===== config.mk =====
export PLATFORM = sky130hd
export DESIGN_NAME = flash_selfprog_cpu_end_flat
export DESIGN_NICKNAME = d
export VERILOG_FILES = /design/src/flash_ctrl_pkg.sv /design/src/flash_ctrl_if.sv /design/src/flash_selfprog_cpu_end.sv /design/src/flat_wrapper.sv
export SDC_FILE = /design/constraint.sdc
export NUM_CORES = 1
export LEC_CHECK = 0
export BUFFER_PORTS_ARGS = -buffer_cell sky130_fd_sc_hd__buf_4
export CORE_UTILIZATION = 53
export CTS_CLUSTER_DIAMETER = 120
export CTS_CLUSTER_SIZE = 12
export DETAILED_ROUTE_END_ITERATION = 12
export GPL_ROUTABILITY_DRIVEN = 0
export PLACE_DENSITY = 0.79
export SLEW_MARGIN = 5
export SYNTH_ARGS = -nofsm -noshare
export SYNTH_HDL_FRONTEND = slang
export SYNTH_SLANG_ARGS = --single-unit

===== constraint.sdc =====
create_clock -name CLK_IN -period 2.99 [get_ports CLK_IN]
set_clock_uncertainty 0.1 [all_clocks]
set_input_delay 0.897 -clock CLK_IN [delete_from_list [all_inputs] [get_ports CLK_IN]]
set_output_delay 0.897 -clock CLK_IN [all_outputs]
set_load 0.01 [all_outputs]

===== src/flash_ctrl_pkg.sv =====
// Shared constants and types for the flash self-programming protection logic
package flash_ctrl_pkg;
  localparam logic [15:0] CMD_ADDR         = 16'hFFC0;
  localparam logic [15:0] STATUS_ADDR      = 16'hFFC2;
  localparam logic [15:0] MODE_ADDR        = 16'hFFC4;
  localparam logic [7:0]  UNLOCK_KEY       = 8'hA5;
  localparam logic [7:0]  MODE_RESET_USER  = 8'h08;
  localparam logic [7:0]  MODE_RESET_BOARD = 8'h0C;
  localparam logic [7:0]  STATUS_RESET     = 8'h00;
  localparam int          INHIBIT_BIT      = 3;
  localparam int          PIN_BIT          = 2;
  localparam int          SEL_HI_BIT       = 1;
  localparam int          SEL_LO_BIT       = 0;
  localparam int          ERROR_BIT        = 0;
  localparam logic [1:0]  SEL_NORMAL       = 2'h0;
  localparam logic [1:0]  SEL_SELFPROG     = 2'h1;
  localparam int          CLUSTER_BIT      = 12;
  localparam logic [15:0] SWAP_AREA_END    = 16'h2000;
  localparam logic [3:0]  HOST_TARGET_OFS  = 4'h0;
  localparam logic [3:0]  HOST_DATA_OFS    = 4'h4;
  localparam logic [3:0]  HOST_GO_OFS      = 4'h8;
  localparam logic [3:0]  HOST_STATUS_OFS  = 4'hC;
  localparam int          GO_STORE_BIT     = 0;
  localparam int          GO_LOAD_BIT      = 1;
  localparam int          GO_UNLOCK_BIT    = 2;
  localparam int          TGT_PERIPH_BIT   = 16;
  localparam logic [1:0]  AXI_OKAY         = 2'h0;

  typedef enum logic [3:0] {
    SEQ_IDLE  = 4'h1,
    SEQ_KEYED = 4'h2,
    SEQ_VALUE = 4'h4,
    SEQ_INVER = 4'h8
  } seq_state_type;

  typedef enum logic [3:0] {
    HOST_IDLE   = 4'h1,
    HOST_STORE  = 4'h2,
    HOST_LOAD   = 4'h4,
    HOST_UNLOCK = 4'h8
  } host_state_type;
endpackage


===== src/flash_ctrl_if.sv =====
// Peripheral store and load path between the processor side and the protection logic
interface flash_ctrl_if;
  logic        store_valid;
  logic        store_periph;
  logic [15:0] store_addr;
  logic [7:0]  store_data;
  logic        load_valid;
  logic [15:0] load_addr;
  logic [7:0]  load_data;
  logic        load_done;
  modport dev (input store_valid, store_periph, store_addr, store_data, load_valid, load_addr,
               output load_data, load_done);
  modport cpu (output store_valid, store_periph, store_addr, store_data, load_valid, load_addr,
               input load_data, load_done);
endinterface


===== src/flash_selfprog_cpu_end.sv =====
// Processor-side end: AXI4-Lite command registers driving peripheral stores and loads
module flash_selfprog_cpu_end
  import flash_ctrl_pkg::*;
(
  input  wire logic        CLK_IN,          // System clock
  input  wire logic        RST_B_IN,        // Synchronous reset, active low
  flash_ctrl_if.cpu        BUS,             // Peripheral store and load path
  input  wire logic [3:0]  AXI_AWADDR_IN,   // Write address
  input  wire logic        AXI_AWVALID_IN,  // Write address valid
  output logic             AXI_AWREADY_OUT, // Write address ready
  input  wire logic [31:0] AXI_WDATA_IN,    // Write data
  input  wire logic [3:0]  AXI_WSTRB_IN,    // Write strobes
  input  wire logic        AXI_WVALID_IN,   // Write data valid
  output logic             AXI_WREADY_OUT,  // Write data ready
  output logic [1:0]       AXI_BRESP_OUT,   // Write response
  output logic             AXI_BVALID_OUT,  // Write response valid
  input  wire logic        AXI_BREADY_IN,   // Write response ready
  input  wire logic [3:0]  AXI_ARADDR_IN,   // Read address
  input  wire logic        AXI_ARVALID_IN,  // Read address valid
  output logic             AXI_ARREADY_OUT, // Read address ready
  output logic [31:0]      AXI_RDATA_OUT,   // Read data
  output logic [1:0]       AXI_RRESP_OUT,   // Read response
  output logic             AXI_RVALID_OUT,  // Read data valid
  input  wire logic        AXI_RREADY_IN    // Read data ready
);
  typedef struct packed {
    logic           aw_held;
    logic [3:0]     aw_addr;
    logic           w_held;
    logic [31:0]    w_data;
    logic [3:0]     w_strb;
    logic           awready;
    logic           wready;
    logic           bvalid;
    logic           arready;
    logic           rvalid;
    logic [31:0]    rdata;
    logic [16:0]    target;
    logic [7:0]     data;
    logic [7:0]     loaded;
    host_state_type fsm;
    logic [1:0]     step;
    logic           store_valid;
    logic           store_periph;
    logic [15:0]    store_addr;
    logic [7:0]     store_data;
    logic           load_valid;
  } host_state_struct_type;

  host_state_struct_type st;
  host_state_struct_type next_st;

  always_comb begin
    logic [31:0] go;
    next_st = st;
    go = 32'h0000_0000;
    next_st.store_valid = 1'b0;
    next_st.load_valid = 1'b0;
    if (AXI_AWVALID_IN && st.awready) begin
      next_st.aw_held = 1'b1;
      next_st.aw_addr = AXI_AWADDR_IN;
    end
    if (AXI_WVALID_IN && st.wready) begin
      next_st.w_held = 1'b1;
      next_st.w_data = AXI_WDATA_IN;
      next_st.w_strb = AXI_WSTRB_IN;
    end
    if (st.bvalid && AXI_BREADY_IN) begin
      next_st.bvalid = 1'b0;
    end
    if (st.aw_held && st.w_held) begin
      next_st.aw_held = 1'b0;
      next_st.w_held = 1'b0;
      next_st.bvalid = 1'b1;
      if (st.aw_addr == HOST_TARGET_OFS) begin
        if (st.w_strb[0]) next_st.target[7:0] = st.w_data[7:0];
        if (st.w_strb[1]) next_st.target[15:8] = st.w_data[15:8];
        if (st.w_strb[2]) next_st.target[TGT_PERIPH_BIT] = st.w_data[TGT_PERIPH_BIT];
      end else if (st.aw_addr == HOST_DATA_OFS) begin
        if (st.w_strb[0]) next_st.data = st.w_data[7:0];
      end else if (st.aw_addr == HOST_GO_OFS) begin
        if (st.w_strb[0]) go = st.w_data;
      end
    end
    case (st.fsm)
      HOST_IDLE: begin
        if (go[GO_UNLOCK_BIT]) begin
          next_st.fsm = HOST_UNLOCK;
          next_st.step = 2'h0;
        end else if (go[GO_STORE_BIT]) begin
          next_st.fsm = HOST_STORE;
          next_st.store_valid = 1'b1;
          next_st.store_periph = st.target[TGT_PERIPH_BIT];
          next_st.store_addr = st.target[15:0];
          next_st.store_data = st.data;
        end else if (go[GO_LOAD_BIT]) begin
          next_st.fsm = HOST_LOAD;
          next_st.load_valid = 1'b1;
          next_st.store_addr = st.target[15:0];
        end
      end
      HOST_STORE: begin
        next_st.fsm = HOST_IDLE;
      end
      HOST_LOAD: begin
        if (BUS.load_done) begin
          next_st.loaded = BUS.load_data;
          next_st.fsm = HOST_IDLE;
        end
      end
      HOST_UNLOCK: begin
        // Key, value, inverse, value on consecutive cycles
        next_st.store_valid = 1'b1;
        next_st.store_periph = 1'b1;
        next_st.store_addr = st.step == 2'h0 ? CMD_ADDR : MODE_ADDR;
        if (st.step == 2'h0) begin
          next_st.store_data = UNLOCK_KEY;
        end else if (st.step == 2'h2) begin
          next_st.store_data = ~st.data;
        end else begin
          next_st.store_data = st.data;
        end
        next_st.step = st.step + 2'h1;
        if (st.step == 2'h3) begin
          next_st.fsm = HOST_STORE;
        end
      end
      default: begin
        next_st.fsm = HOST_IDLE;
      end
    endcase
    if (st.rvalid && AXI_RREADY_IN) begin
      next_st.rvalid = 1'b0;
    end
    if (AXI_ARVALID_IN && st.arready) begin
      next_st.rvalid = 1'b1;
      if (AXI_ARADDR_IN == HOST_TARGET_OFS) begin
        next_st.rdata = {15'h0000, st.target};
      end else if (AXI_ARADDR_IN == HOST_DATA_OFS) begin
        next_st.rdata = {24'h00_0000, st.data};
      end else if (AXI_ARADDR_IN == HOST_STATUS_OFS) begin
        next_st.rdata = {16'h0000, st.loaded, 7'h00, st.fsm != HOST_IDLE};
      end else begin
        next_st.rdata = 32'h0000_0000;
      end
    end
    next_st.awready = !next_st.aw_held && !next_st.bvalid;
    next_st.wready = !next_st.w_held && !next_st.bvalid;
    next_st.arready = !next_st.rvalid;
  end

  always_ff @(posedge CLK_IN) begin
    if (!RST_B_IN) begin
      st <= '0;
      st.fsm <= HOST_IDLE;
    end else begin
      st <= next_st;
    end
  end

  assign AXI_AWREADY_OUT = st.awready;
  assign AXI_WREADY_OUT = st.wready;
  assign AXI_BRESP_OUT = AXI_OKAY;
  assign AXI_BVALID_OUT = st.bvalid;
  assign AXI_ARREADY_OUT = st.arready;
  assign AXI_RDATA_OUT = st.rdata;
  assign AXI_RRESP_OUT = AXI_OKAY;
  assign AXI_RVALID_OUT = st.rvalid;
  assign BUS.store_valid = st.store_valid;
  assign BUS.store_periph = st.store_periph;
  assign BUS.store_addr = st.store_addr;
  assign BUS.store_data = st.store_data;
  assign BUS.load_valid = st.load_valid;
  assign BUS.load_addr = st.store_addr;
endmodule


===== src/flat_wrapper.sv =====
// flat-port wrapper written by rule: the top's interface ports become plain ports
module flash_selfprog_cpu_end_flat import flash_ctrl_pkg::*;
  (CLK_IN, RST_B_IN, AXI_AWADDR_IN, AXI_AWVALID_IN, AXI_AWREADY_OUT, AXI_WDATA_IN, AXI_WSTRB_IN, AXI_WVALID_IN, AXI_WREADY_OUT, AXI_BRESP_OUT, AXI_BVALID_OUT, AXI_BREADY_IN, AXI_ARADDR_IN, AXI_ARVALID_IN, AXI_ARREADY_OUT, AXI_RDATA_OUT, AXI_RRESP_OUT, AXI_RVALID_OUT, AXI_RREADY_IN, BUS_store_valid, BUS_store_periph, BUS_store_addr, BUS_store_data, BUS_load_valid, BUS_load_addr, BUS_load_data, BUS_load_done);
  flash_ctrl_if BUS_i ();
  input  wire logic CLK_IN;
  input  wire logic RST_B_IN;
  input  wire logic [3:0] AXI_AWADDR_IN;
  input  wire logic AXI_AWVALID_IN;
  output logic AXI_AWREADY_OUT;
  input  wire logic [31:0] AXI_WDATA_IN;
  input  wire logic [3:0] AXI_WSTRB_IN;
  input  wire logic AXI_WVALID_IN;
  output logic AXI_WREADY_OUT;
  output logic [1:0] AXI_BRESP_OUT;
  output logic AXI_BVALID_OUT;
  input  wire logic AXI_BREADY_IN;
  input  wire logic [3:0] AXI_ARADDR_IN;
  input  wire logic AXI_ARVALID_IN;
  output logic AXI_ARREADY_OUT;
  output logic [31:0] AXI_RDATA_OUT;
  output logic [1:0] AXI_RRESP_OUT;
  output logic AXI_RVALID_OUT;
  input  wire logic AXI_RREADY_IN;
  output wire logic [$bits(BUS_i.store_valid)-1:0] BUS_store_valid;
  output wire logic [$bits(BUS_i.store_periph)-1:0] BUS_store_periph;
  output wire logic [$bits(BUS_i.store_addr)-1:0] BUS_store_addr;
  output wire logic [$bits(BUS_i.store_data)-1:0] BUS_store_data;
  output wire logic [$bits(BUS_i.load_valid)-1:0] BUS_load_valid;
  output wire logic [$bits(BUS_i.load_addr)-1:0] BUS_load_addr;
  input wire logic [$bits(BUS_i.load_data)-1:0] BUS_load_data;
  input wire logic [$bits(BUS_i.load_done)-1:0] BUS_load_done;
  assign BUS_store_valid = BUS_i.store_valid;
  assign BUS_store_periph = BUS_i.store_periph;
  assign BUS_store_addr = BUS_i.store_addr;
  assign BUS_store_data = BUS_i.store_data;
  assign BUS_load_valid = BUS_i.load_valid;
  assign BUS_load_addr = BUS_i.load_addr;
  assign BUS_i.load_data = BUS_load_data;
  assign BUS_i.load_done = BUS_load_done;
  flash_selfprog_cpu_end u_core (.CLK_IN(CLK_IN), .RST_B_IN(RST_B_IN), .BUS(BUS_i), .AXI_AWADDR_IN(AXI_AWADDR_IN), .AXI_AWVALID_IN(AXI_AWVALID_IN), .AXI_AWREADY_OUT(AXI_AWREADY_OUT), .AXI_WDATA_IN(AXI_WDATA_IN), .AXI_WSTRB_IN(AXI_WSTRB_IN), .AXI_WVALID_IN(AXI_WVALID_IN), .AXI_WREADY_OUT(AXI_WREADY_OUT), .AXI_BRESP_OUT(AXI_BRESP_OUT), .AXI_BVALID_OUT(AXI_BVALID_OUT), .AXI_BREADY_IN(AXI_BREADY_IN), .AXI_ARADDR_IN(AXI_ARADDR_IN), .AXI_ARVALID_IN(AXI_ARVALID_IN), .AXI_ARREADY_OUT(AXI_ARREADY_OUT), .AXI_RDATA_OUT(AXI_RDATA_OUT), .AXI_RRESP_OUT(AXI_RRESP_OUT), .AXI_RVALID_OUT(AXI_RVALID_OUT), .AXI_RREADY_IN(AXI_RREADY_IN));
endmodule

After elaboration in Yosys (flattened, before gate mapping)
Index checks and enable logic that the tools add are counted.

Register bits: 145. Bits of input ports: 60.

Add/sub/neg operators: 1. Equal/unequal tests: 17. Multiplexer cells: 34. Bitwise gates (word level): 4. Reductions and logical operators: 26.

Operator list (number): 32-bit two-way mux (2); 28-bit case mux with 2 select lines (1); 16-bit two-way mux (3); 37-bit two-way mux (1); 33-bit two-way mux (1); 27-bit two-way mux (1); 8-bit two-way mux (3); 4-bit two-way mux (5); 3-bit two-way mux (6); 3-bit AND reduction (6); 4-bit by 3-bit equality test with 1-bit output, second input constant (3); 4-bit equality test, second input constant (3); 4-bit case mux with 3 select lines (1); 1-bit logical AND (8); 4-bit logical NOT (2); 4-bit by 1-bit inequality test with 1-bit output, second input constant (2); 8-bit inverter (1); 1-bit two-way mux (7); 2-bit by 1-bit inequality test with 1-bit output, second input constant (3); 5-bit two-way mux (1); 2-bit equality test, second input constant (2); 4-bit by 1-bit equality test with 1-bit output, second input constant (1); 1-bit logical NOT (4); 2-bit two-way mux (2); other kinds (9) (13).

Logic depth before layout (Yosys ltp)
Gate-level depths: netlist (run 1).

Depth in word-level cells: 9. Depth in mapped cells: 7. Mapped depth without buffers: 6.

Worst setup path before layout (run 1)
OpenSTA, ideal clock, no wires.

Kind: input-to-reg. From: in AXI_ARADDR_IN[1]. To: reg u_core.st (netlist bit u_core.AXI_RDATA_OUT[7]). Library setup time: 0.067 ns. Arrival time: 2.181 ns. Required time: 2.823 ns. Path slack: 0.642 ns. Cell stages on the path: 4. Path buffers: 1. Cells stage by stage: nor4_1 > clkbuf_1 > a221oi_1 > nor2_1.

Word-level cells in the longest chain between the ends: 3.

RTL lines: from (decl) (RTL line flat_wrapper.sv:17) `input wire logic [3:0] AXI_ARADDR_IN;`; 4-bit by 3-bit equality test with 1-bit output (RTL line flash_selfprog_cpu_end.sv:139) `end else if (AXI_ARADDR_IN == HOST_DATA_OFS) begin`; 32-bit two-way mux (RTL line flash_selfprog_cpu_end.sv:139); 32-bit two-way mux * (RTL line flash_selfprog_cpu_end.sv:137) `if (AXI_ARADDR_IN == HOST_TARGET_OFS) begin`; to (signal assigned) (RTL line flash_selfprog_cpu_end.sv:157) `st <= next_st;`; to (decl) (RTL line flash_selfprog_cpu_end.sv:50) `host_state_struct_type st;`.

Mark *: on every way between the ends. The rest lies on a longest branch, timed or not. A chain may end at the register's enable or synchronous reset.

Worst setup path after layout (run 1)
From: reg u_core.st[31] in the netlist's numbering. To: reg u_core.st (netlist bit u_core.BUS.store_data[5]).

Word-level cells in the longest chain between the ends: 3.

RTL lines: 4-bit by 1-bit equality test with 1-bit output / 4-bit equality test (equally long branches) (RTL line flash_selfprog_cpu_end.sv:85) `case (st.fsm)`; 2-bit inequality test (no source line) (tied with other cells); 3-bit AND reduction (no source line).

Several ways; a longest one is shown, not always the timed one.

==> metrics.csv, run 1 <==
metric,value,unit
outcome,"complete, no violations",
WL final,11900,µm
share of layout cells above drive strength 1,0.269,
hpwl dp,8140,µm
IO Count,144,
placed cells,743,
port bufs,108,
# DRC,0,
Via Count,4118,
gr usage total,0.236,
Synth Flop Type,dfxtp_1,
Area after DPL,5730,µm²
unrepaired setup endpoints after global routing,no,
CTS resizes,0,
number of hold violations in the final report,0,
Critical Path Source Type,register,
total clock sinks,114,
"Async S/R FF share, synth",0,
Pre-antenna DRT Iters,5,
chip height,102,µm
Worst VDD drop,0.293,mV
Area growth syn-to-layout,19.3,%
R2R setup slack,0.81,ns
DR WL/cell,15.4,µm
reg-to-reg endpoint,u_core.BUS.store_data[5],
R2R Path Start,u_core.st[31],
Slew Limit Headroom,0.537,
Hold Buf Count CTS,0,
Hold Crit Class,reg -> reg,
clock buffer depth,2,
crit-path max FO,9,
H-tree levels,4,
Root Buffer,clkbuf_8,
vias in the first global route,3846,
core area,9770,µm²
mean post-synth cell area,9.10,µm²
largest net degree at the start of global routing,54,
post-CTS setup repair buffer count,0,
initial antenna violation count,0,
Final Net Count,692,
n_diodes,0,
CP arrival,2.52,ns
Pwr per Cell Area,615,nW/µm²
Hold Path Cell Cnt,2,
grt total ovfl,0,
Max-cap violations,0,
Worst Reg-to-Reg Cells,5,
Final Instance Area,6360,µm²
Post-synth EDFFs,0,
Mapped Area,5330,µm²
Worst-path clk slew,0.06,ns
Worst-Margin Slew,0.694,ns
Vias/cell,5.31,
Initial DRC Count,201,
min cycle time layout,2.18,ns
Die Span X,102,µm
first-pass GRT wire length,18900,µm
"commonest non-fill, non-tap cell in the layout",buf_4,
Die Footprint,10500,µm²
synth unique cells,49,
most frequent cells in the layout,"120 x buf_4, 114 x dfxtp_1, 59 x nand2_1, 35 x nor2_1, 35 x mux2i_1",
min-delay src,u_core.st[120],
Post-Syn Instances,586,
"Data required, critical path",3.33,ns
Finished Core Util,0.651,
Worst Hold Endpoint,u_core.st[120],
Rows,36,
"Slew Viols, Final",0,
CTS Buf Count,17,
worst-skew pair later-pin latency,0.51,ns
Setup Crit Path Kind,reg -> reg,
Final ANT Viol Nets,0,
Leakage,2.78,nW
Setup crit end kind,register,
WHS,0.366,ns
Yosys reg bits,114,
synth warn,0,
highest clock rate,0.458,GHz
Starting Density,0.545,
Final setup viols,0,
sequential cell area fraction in the yosys report,0.428,
CTS tree,done,
final worst-path cycle share,0.730,
setup tns final,0,ns
fin cells,775,
## layer usage
layer | track usage | vias to the layer above | routed length [µm]
met5 | 0 | - | 0
met4 | 0.0780 | 0 | 97
met3 | 0.0609 | 11 | 808
met2 | 0.383 | 172 | 5560
met1 | 0.306 | 1901 | 5480
li1 | - | 2034 | -
## cell usage after synthesis (2+ instances only)
cell / instances / share of area
and2_1: 5 / 0.0059
nand2_1: 59 / 0.042
dfxtp_1: 114 / 0.43
buf_4: 77 / 0.11
nor3_1: 8 / 0.0075
xnor2_1: 4 / 0.0066
nor4_1: 3 / 0.0035
nor4b_1: 2 / 0.0033
nor2b_1: 34 / 0.040
ha_1: 3 / 0.0070
mux2i_1: 35 / 0.066
buf_1: 3 / 0.0021
buf_6: 3 / 0.0063
xor2_1: 4 / 0.0066
nand4b_1: 2 / 0.0033
clkbuf_1: 27 / 0.019
a21boi_0: 28 / 0.039
a21oi_2: 10 / 0.016
nand2b_1: 3 / 0.0035
a21oi_1: 10 / 0.0094
a221oi_1: 16 / 0.026
o21ai_0: 27 / 0.025
nand3_1: 14 / 0.013
inv_1: 3 / 0.0021
a31oi_1: 4 / 0.0047
nand4_1: 5 / 0.0059
buf_2: 3 / 0.0028
nor4bb_1: 2 / 0.0038
o31ai_1: 20 / 0.028
o21a_1: 2 / 0.0028
nor3b_1: 4 / 0.0056
nor2_1: 35 / 0.025
## per-stage QoR
step                      setup slack [ns]  power [mW]
after floorplan                      0.642        1.76
after global placement               0.869        1.82
after detailed placement             0.847        1.83
after CTS                            0.827        3.92
after global routing                 0.700        4.03
final                                0.808        3.91
## report_power, final
| part | internal [mW] | switching [mW] |
|---|---|---|
| clock | 1.38 | 0.727 |
| combinational | 0.103 | 0.109 |
| sequential | 1.56 | 0.0293 |
| total | 3.04 | 0.865 |
## worst max path at each step
stage,start,end,slack [ns],cells past startpoint
after floorplan,AXI_ARADDR_IN[1],u_core.AXI_RDATA_OUT[7],0.64,4
after global placement,AXI_ARVALID_IN,u_core.AXI_RDATA_OUT[2],0.87,4
after detailed placement,u_core.st[31],u_core.BUS.store_data[0],0.85,5
after CTS,u_core.st[31],u_core.BUS.store_data[0],0.83,5
after global routing,u_core.st[31],u_core.BUS.store_data[6],0.70,5
final,u_core.st[31],u_core.BUS.store_data[5],0.81,5
## registers in the layout, indices dropped and copies added (netlist names), 8 cells and up
signal and count:
u_core.AXI_RDATA_OUT 17, u_core.st 65, u_core.BUS.store_data 8, u_core.BUS.load_addr 16
## kinds of logic (layout without fill, tap and decap cells)
kind of cell	after synthesis	in the layout	synth area share
and+or+nand+nor	187	187	0.182
AOI/OAI and AO/OA	121	121	0.159
buffers and inverters	117	155	0.145
DFF	114	114	0.428
muxes	35	35	0.0657
xor gates and xnor gates	8	8	0.0131
adders and majority gates	3	3	0.00704
other	1	19	0.000704
## worst max-delay path, stage by stage, from the launching register on
cell and delay, ns:
dfxtp_1 0.36, or4b_4 0.61, nor4_2 0.52, buf_4 0.27, o31ai_1 0.07, a31oi_1 0.16
## final cells by class
class / count / area, µm²
Sequential cell: 114 / 2280
Fill cell: 781 / 3410
Inverter: 3 / 11.3
Multi-Input combinational cell: 373 / 2370
Clock buffer: 18 / 428
Clock inverter: 14 / 204
Timing Repair Buffer: 120 / 901
Tap cell: 133 / 166
Power figures use the tool's default switching activity.
==> inputs of run 2 (changes only) <==
--- a/config.mk
+++ b/config.mk
@@ -6,12 +6,12 @@
 export NUM_CORES = 1
 export LEC_CHECK = 0
 export BUFFER_PORTS_ARGS = -buffer_cell sky130_fd_sc_hd__buf_4
-export CORE_UTILIZATION = 53
+export CORE_UTILIZATION = 48
 export CTS_CLUSTER_DIAMETER = 120
 export CTS_CLUSTER_SIZE = 12
 export DETAILED_ROUTE_END_ITERATION = 12
 export GPL_ROUTABILITY_DRIVEN = 0
-export PLACE_DENSITY = 0.79
+export PLACE_DENSITY = 0.76
 export SLEW_MARGIN = 5
 export SYNTH_ARGS = -nofsm -noshare
 export SYNTH_HDL_FRONTEND = slang
==> constraint.sdc (replaced) <==
create_clock -name CLK_IN -period 1.75 [get_ports CLK_IN]
set_clock_uncertainty 0.1 [all_clocks]
set_input_delay 0.525 -clock CLK_IN [delete_from_list [all_inputs] [get_ports CLK_IN]]
set_output_delay 0.525 -clock CLK_IN [all_outputs]
set_load 0.01 [all_outputs]
==> metrics.csv, run 2 (same netlist as run 1, synthesis figures left out) <==
metric,value,unit,change
Root Buffer,clkbuf_8,,
Pwr per Cell Area,966,nW/µm²,+57%
outcome,"complete, but fails checks",,
most frequent cells in the layout,"142 x buf_4, 110 x dfxtp_1, 59 x nand2_1, 35 x nor2_1",,
min-delay src,AXI_WSTRB_IN[1],,
Hold Buf Count CTS,0,,unchanged
H-tree levels,4,,unchanged
CTS Buf Count,17,,unchanged
IO Count,144,,unchanged
Initial DRC Count,291,,+45%
Final setup viols,31,,+31
total clock sinks,114,,unchanged
Via Count,4437,,+7.7%
core area,10800,µm²,+11%
sw power,1.42,mW,+64%
Worst Reg-to-Reg Cells,5,,unchanged
met2 Use GR,0.396,,+0.0128
Critical Path Source Type,register,,
clock power share,0.533,,-0.007
Final ANT Viol Nets,0,,unchanged
final worst-path cycle share,1.12,,+0.394
clock buffer depth,2,,unchanged
Sw Ratio,0.211,,-0.0108
GR peak layer,met2,,
n_diodes,0,,unchanged
gr usage total,0.244,,+0.00807
# DRC,1,,+1
Setup Crit Path Kind,reg -> reg,,
Worst-Margin Slew,0.862,ns,+0.168 ns
unrepaired setup endpoints after global routing,yes,,
Max-cap violations,0,,unchanged
hpwl dp,8880,µm,+9.0%
failing checks,"design-rule violations, negative setup slack",,
Die Span X,107,µm,+5.0%
Hold Crit Class,in -> reg,,
cell-internal power,5.31,mW,+74%
Setup crit end kind,register,,
part of the power in combinational logic,0.065,,+0.011
"Slew Viols, Final",0,,unchanged
Final Net Count,728,,+5.2%
setup ws final,-0.216,ns,-1.02 ns
Starting Density,0.492,,-0.0536
Fill cells,856,,+9.6%
WL final,13500,µm,+13%
Reg power frac,0.402,,-0.004
highest clock rate,0.509,GHz,+11%
Rows,38,,+5.6%
Area growth syn-to-layout,30.7,%,
share of layout cells above drive strength 1,0.330,,+0.0609
"commonest non-fill, non-tap cell in the layout",buf_4,,
"Data required, critical path",2.06,ns,-1.27 ns
Placement Setup Slack,-0.212,ns,-1.06 ns
Hold Path Cell Cnt,3,,+1
chip height,107,µm,+5.0%
port bufs,108,,unchanged
largest net degree at the start of global routing,53,,-1.9%
CP arrival,2.27,ns,-0.25 ns
Worst-path clk slew,0.06,ns,about the same
grt total ovfl,0,,unchanged
max reg flops,65,,unchanged
Worst VDD drop,0.480,mV,+64%
grt met3 use,0.0714,,+0.0106
WHS,0.160,ns,-0.207 ns
R2R Path Start,u_core.st[30],,
R2R setup slack,-0.22,ns,-1.02 ns
Worst Hold Endpoint,u_core.st[104],,
Vias/cell,5.42,,+2.1%
Pre-antenna DRT Iters,9,,+4
Top reg by flops,u_core.st,,
DR WL/cell,16.5,µm,+7.1%
min cycle time layout,1.97,ns,-0.216 ns
Die Footprint,11500,µm²,+10%
GRT met1 Usage,0.300,,-0.00632
vias in the first global route,4345,,+13%
worst-skew pair later-pin latency,0.53,ns,+0.02 ns
initial antenna violation count,0,,unchanged
first-pass GRT wire length,21400,µm,+13%
crit-path max FO,15,,+6
CTS tree,done,,
Leakage,3.01,nW,+8.5%
Slew Limit Headroom,0.424,,-0.114
number of hold violations in the final report,0,,unchanged
reg-to-reg endpoint,u_core.BUS.load_addr[15],,
[run 2: changes by cell type in the layout (fill, tap and decap cells not counted), sizes merged]
cell / before / now
buf: 120 / 155
bufbuf: 0 / 1
bufinv: 4 / 5
clkbuf: 18 / 20
clkinv: 5 / 6
clkinvlp: 3 / 1
inv: 5 / 3
[run 2: critical path: stages (launching register included)]
cell,delay [ns]
dfxtp_2,0.32
or4b_4,0.54
or4_4,0.53
buf_12,0.18
a21oi_2,0.12
nor2_1,0.06
[run 2: final cells by class]
class / count / area (µm²) / share of cell area
clock buffers: 20 / 425 / 0.0611
well taps: 140 / 175 / 0.0252
inverters: 3 / 11.3 / 0.00162
clock inverters: 12 / 188 / 0.0269
flip-flops and latches: 114 / 2290 / 0.328
multi-input cells: 373 / 2540 / 0.364
repair buffers: 156 / 1340 / 0.192
[run 2: through the flow]
step / area [µm²] / instances / util / TNS [ns] / total power, mW
final: 6960 / 818 / 0.642 / -4.25 / 6.73
after global routing: 6960 / 818 / 0.642 / -5.60 / 6.95
after CTS: 6880 / 814 / 0.635 / -3.92 / 6.76
after detailed placement: 6080 / 778 / 0.561 / -6.22 / 3.17
after global placement: 6080 / 778 / 0.561 / -5.07 / 3.16
after floorplan: 5440 / 604 / - / -5.37 / 3.01
[run 2: power by group through the flow]
stage	clock, mW	combinational (mW)	sequential (mW)
floorplan	0	0.261	2.75
global placement	0	0.408	2.75
detailed placement	0	0.420	2.75
CTS	3.63	0.430	2.70
global route	3.76	0.480	2.71
finish	3.59	0.438	2.70
[run 2: worst max path at each step]
stage	slack, ns	cells after the start	to	startpoint
global route	-0.24	5	u_core.BUS.load_addr[15]	u_core.st[30]
CTS	-0.20	5	u_core.BUS.load_addr[13]	u_core.st[30]
global placement	-0.17	7	u_core.BUS.load_addr[2]	u_core.st[30]
floorplan	-0.32	7	u_core.BUS.load_addr[10]	u_core.st[30]
detailed placement	-0.21	4	u_core.AXI_RDATA_OUT[1]	AXI_ARADDR_IN[1]
finish	-0.22	5	u_core.BUS.load_addr[15]	u_core.st[30]
[run 2: repair_timing]
action,in CTS,in global routing
endpoints found under the setup margin,40,43
resized for setup,21,9
buffers inserted,2,4
cloned,2,0
pin swaps,2,6
[run 2: per-layer routing]
metal  wire [µm]  part of all wire
met5           0                 0
met1        5780              0.43
met2        6450              0.48
met3         948             0.070
met4         328             0.024
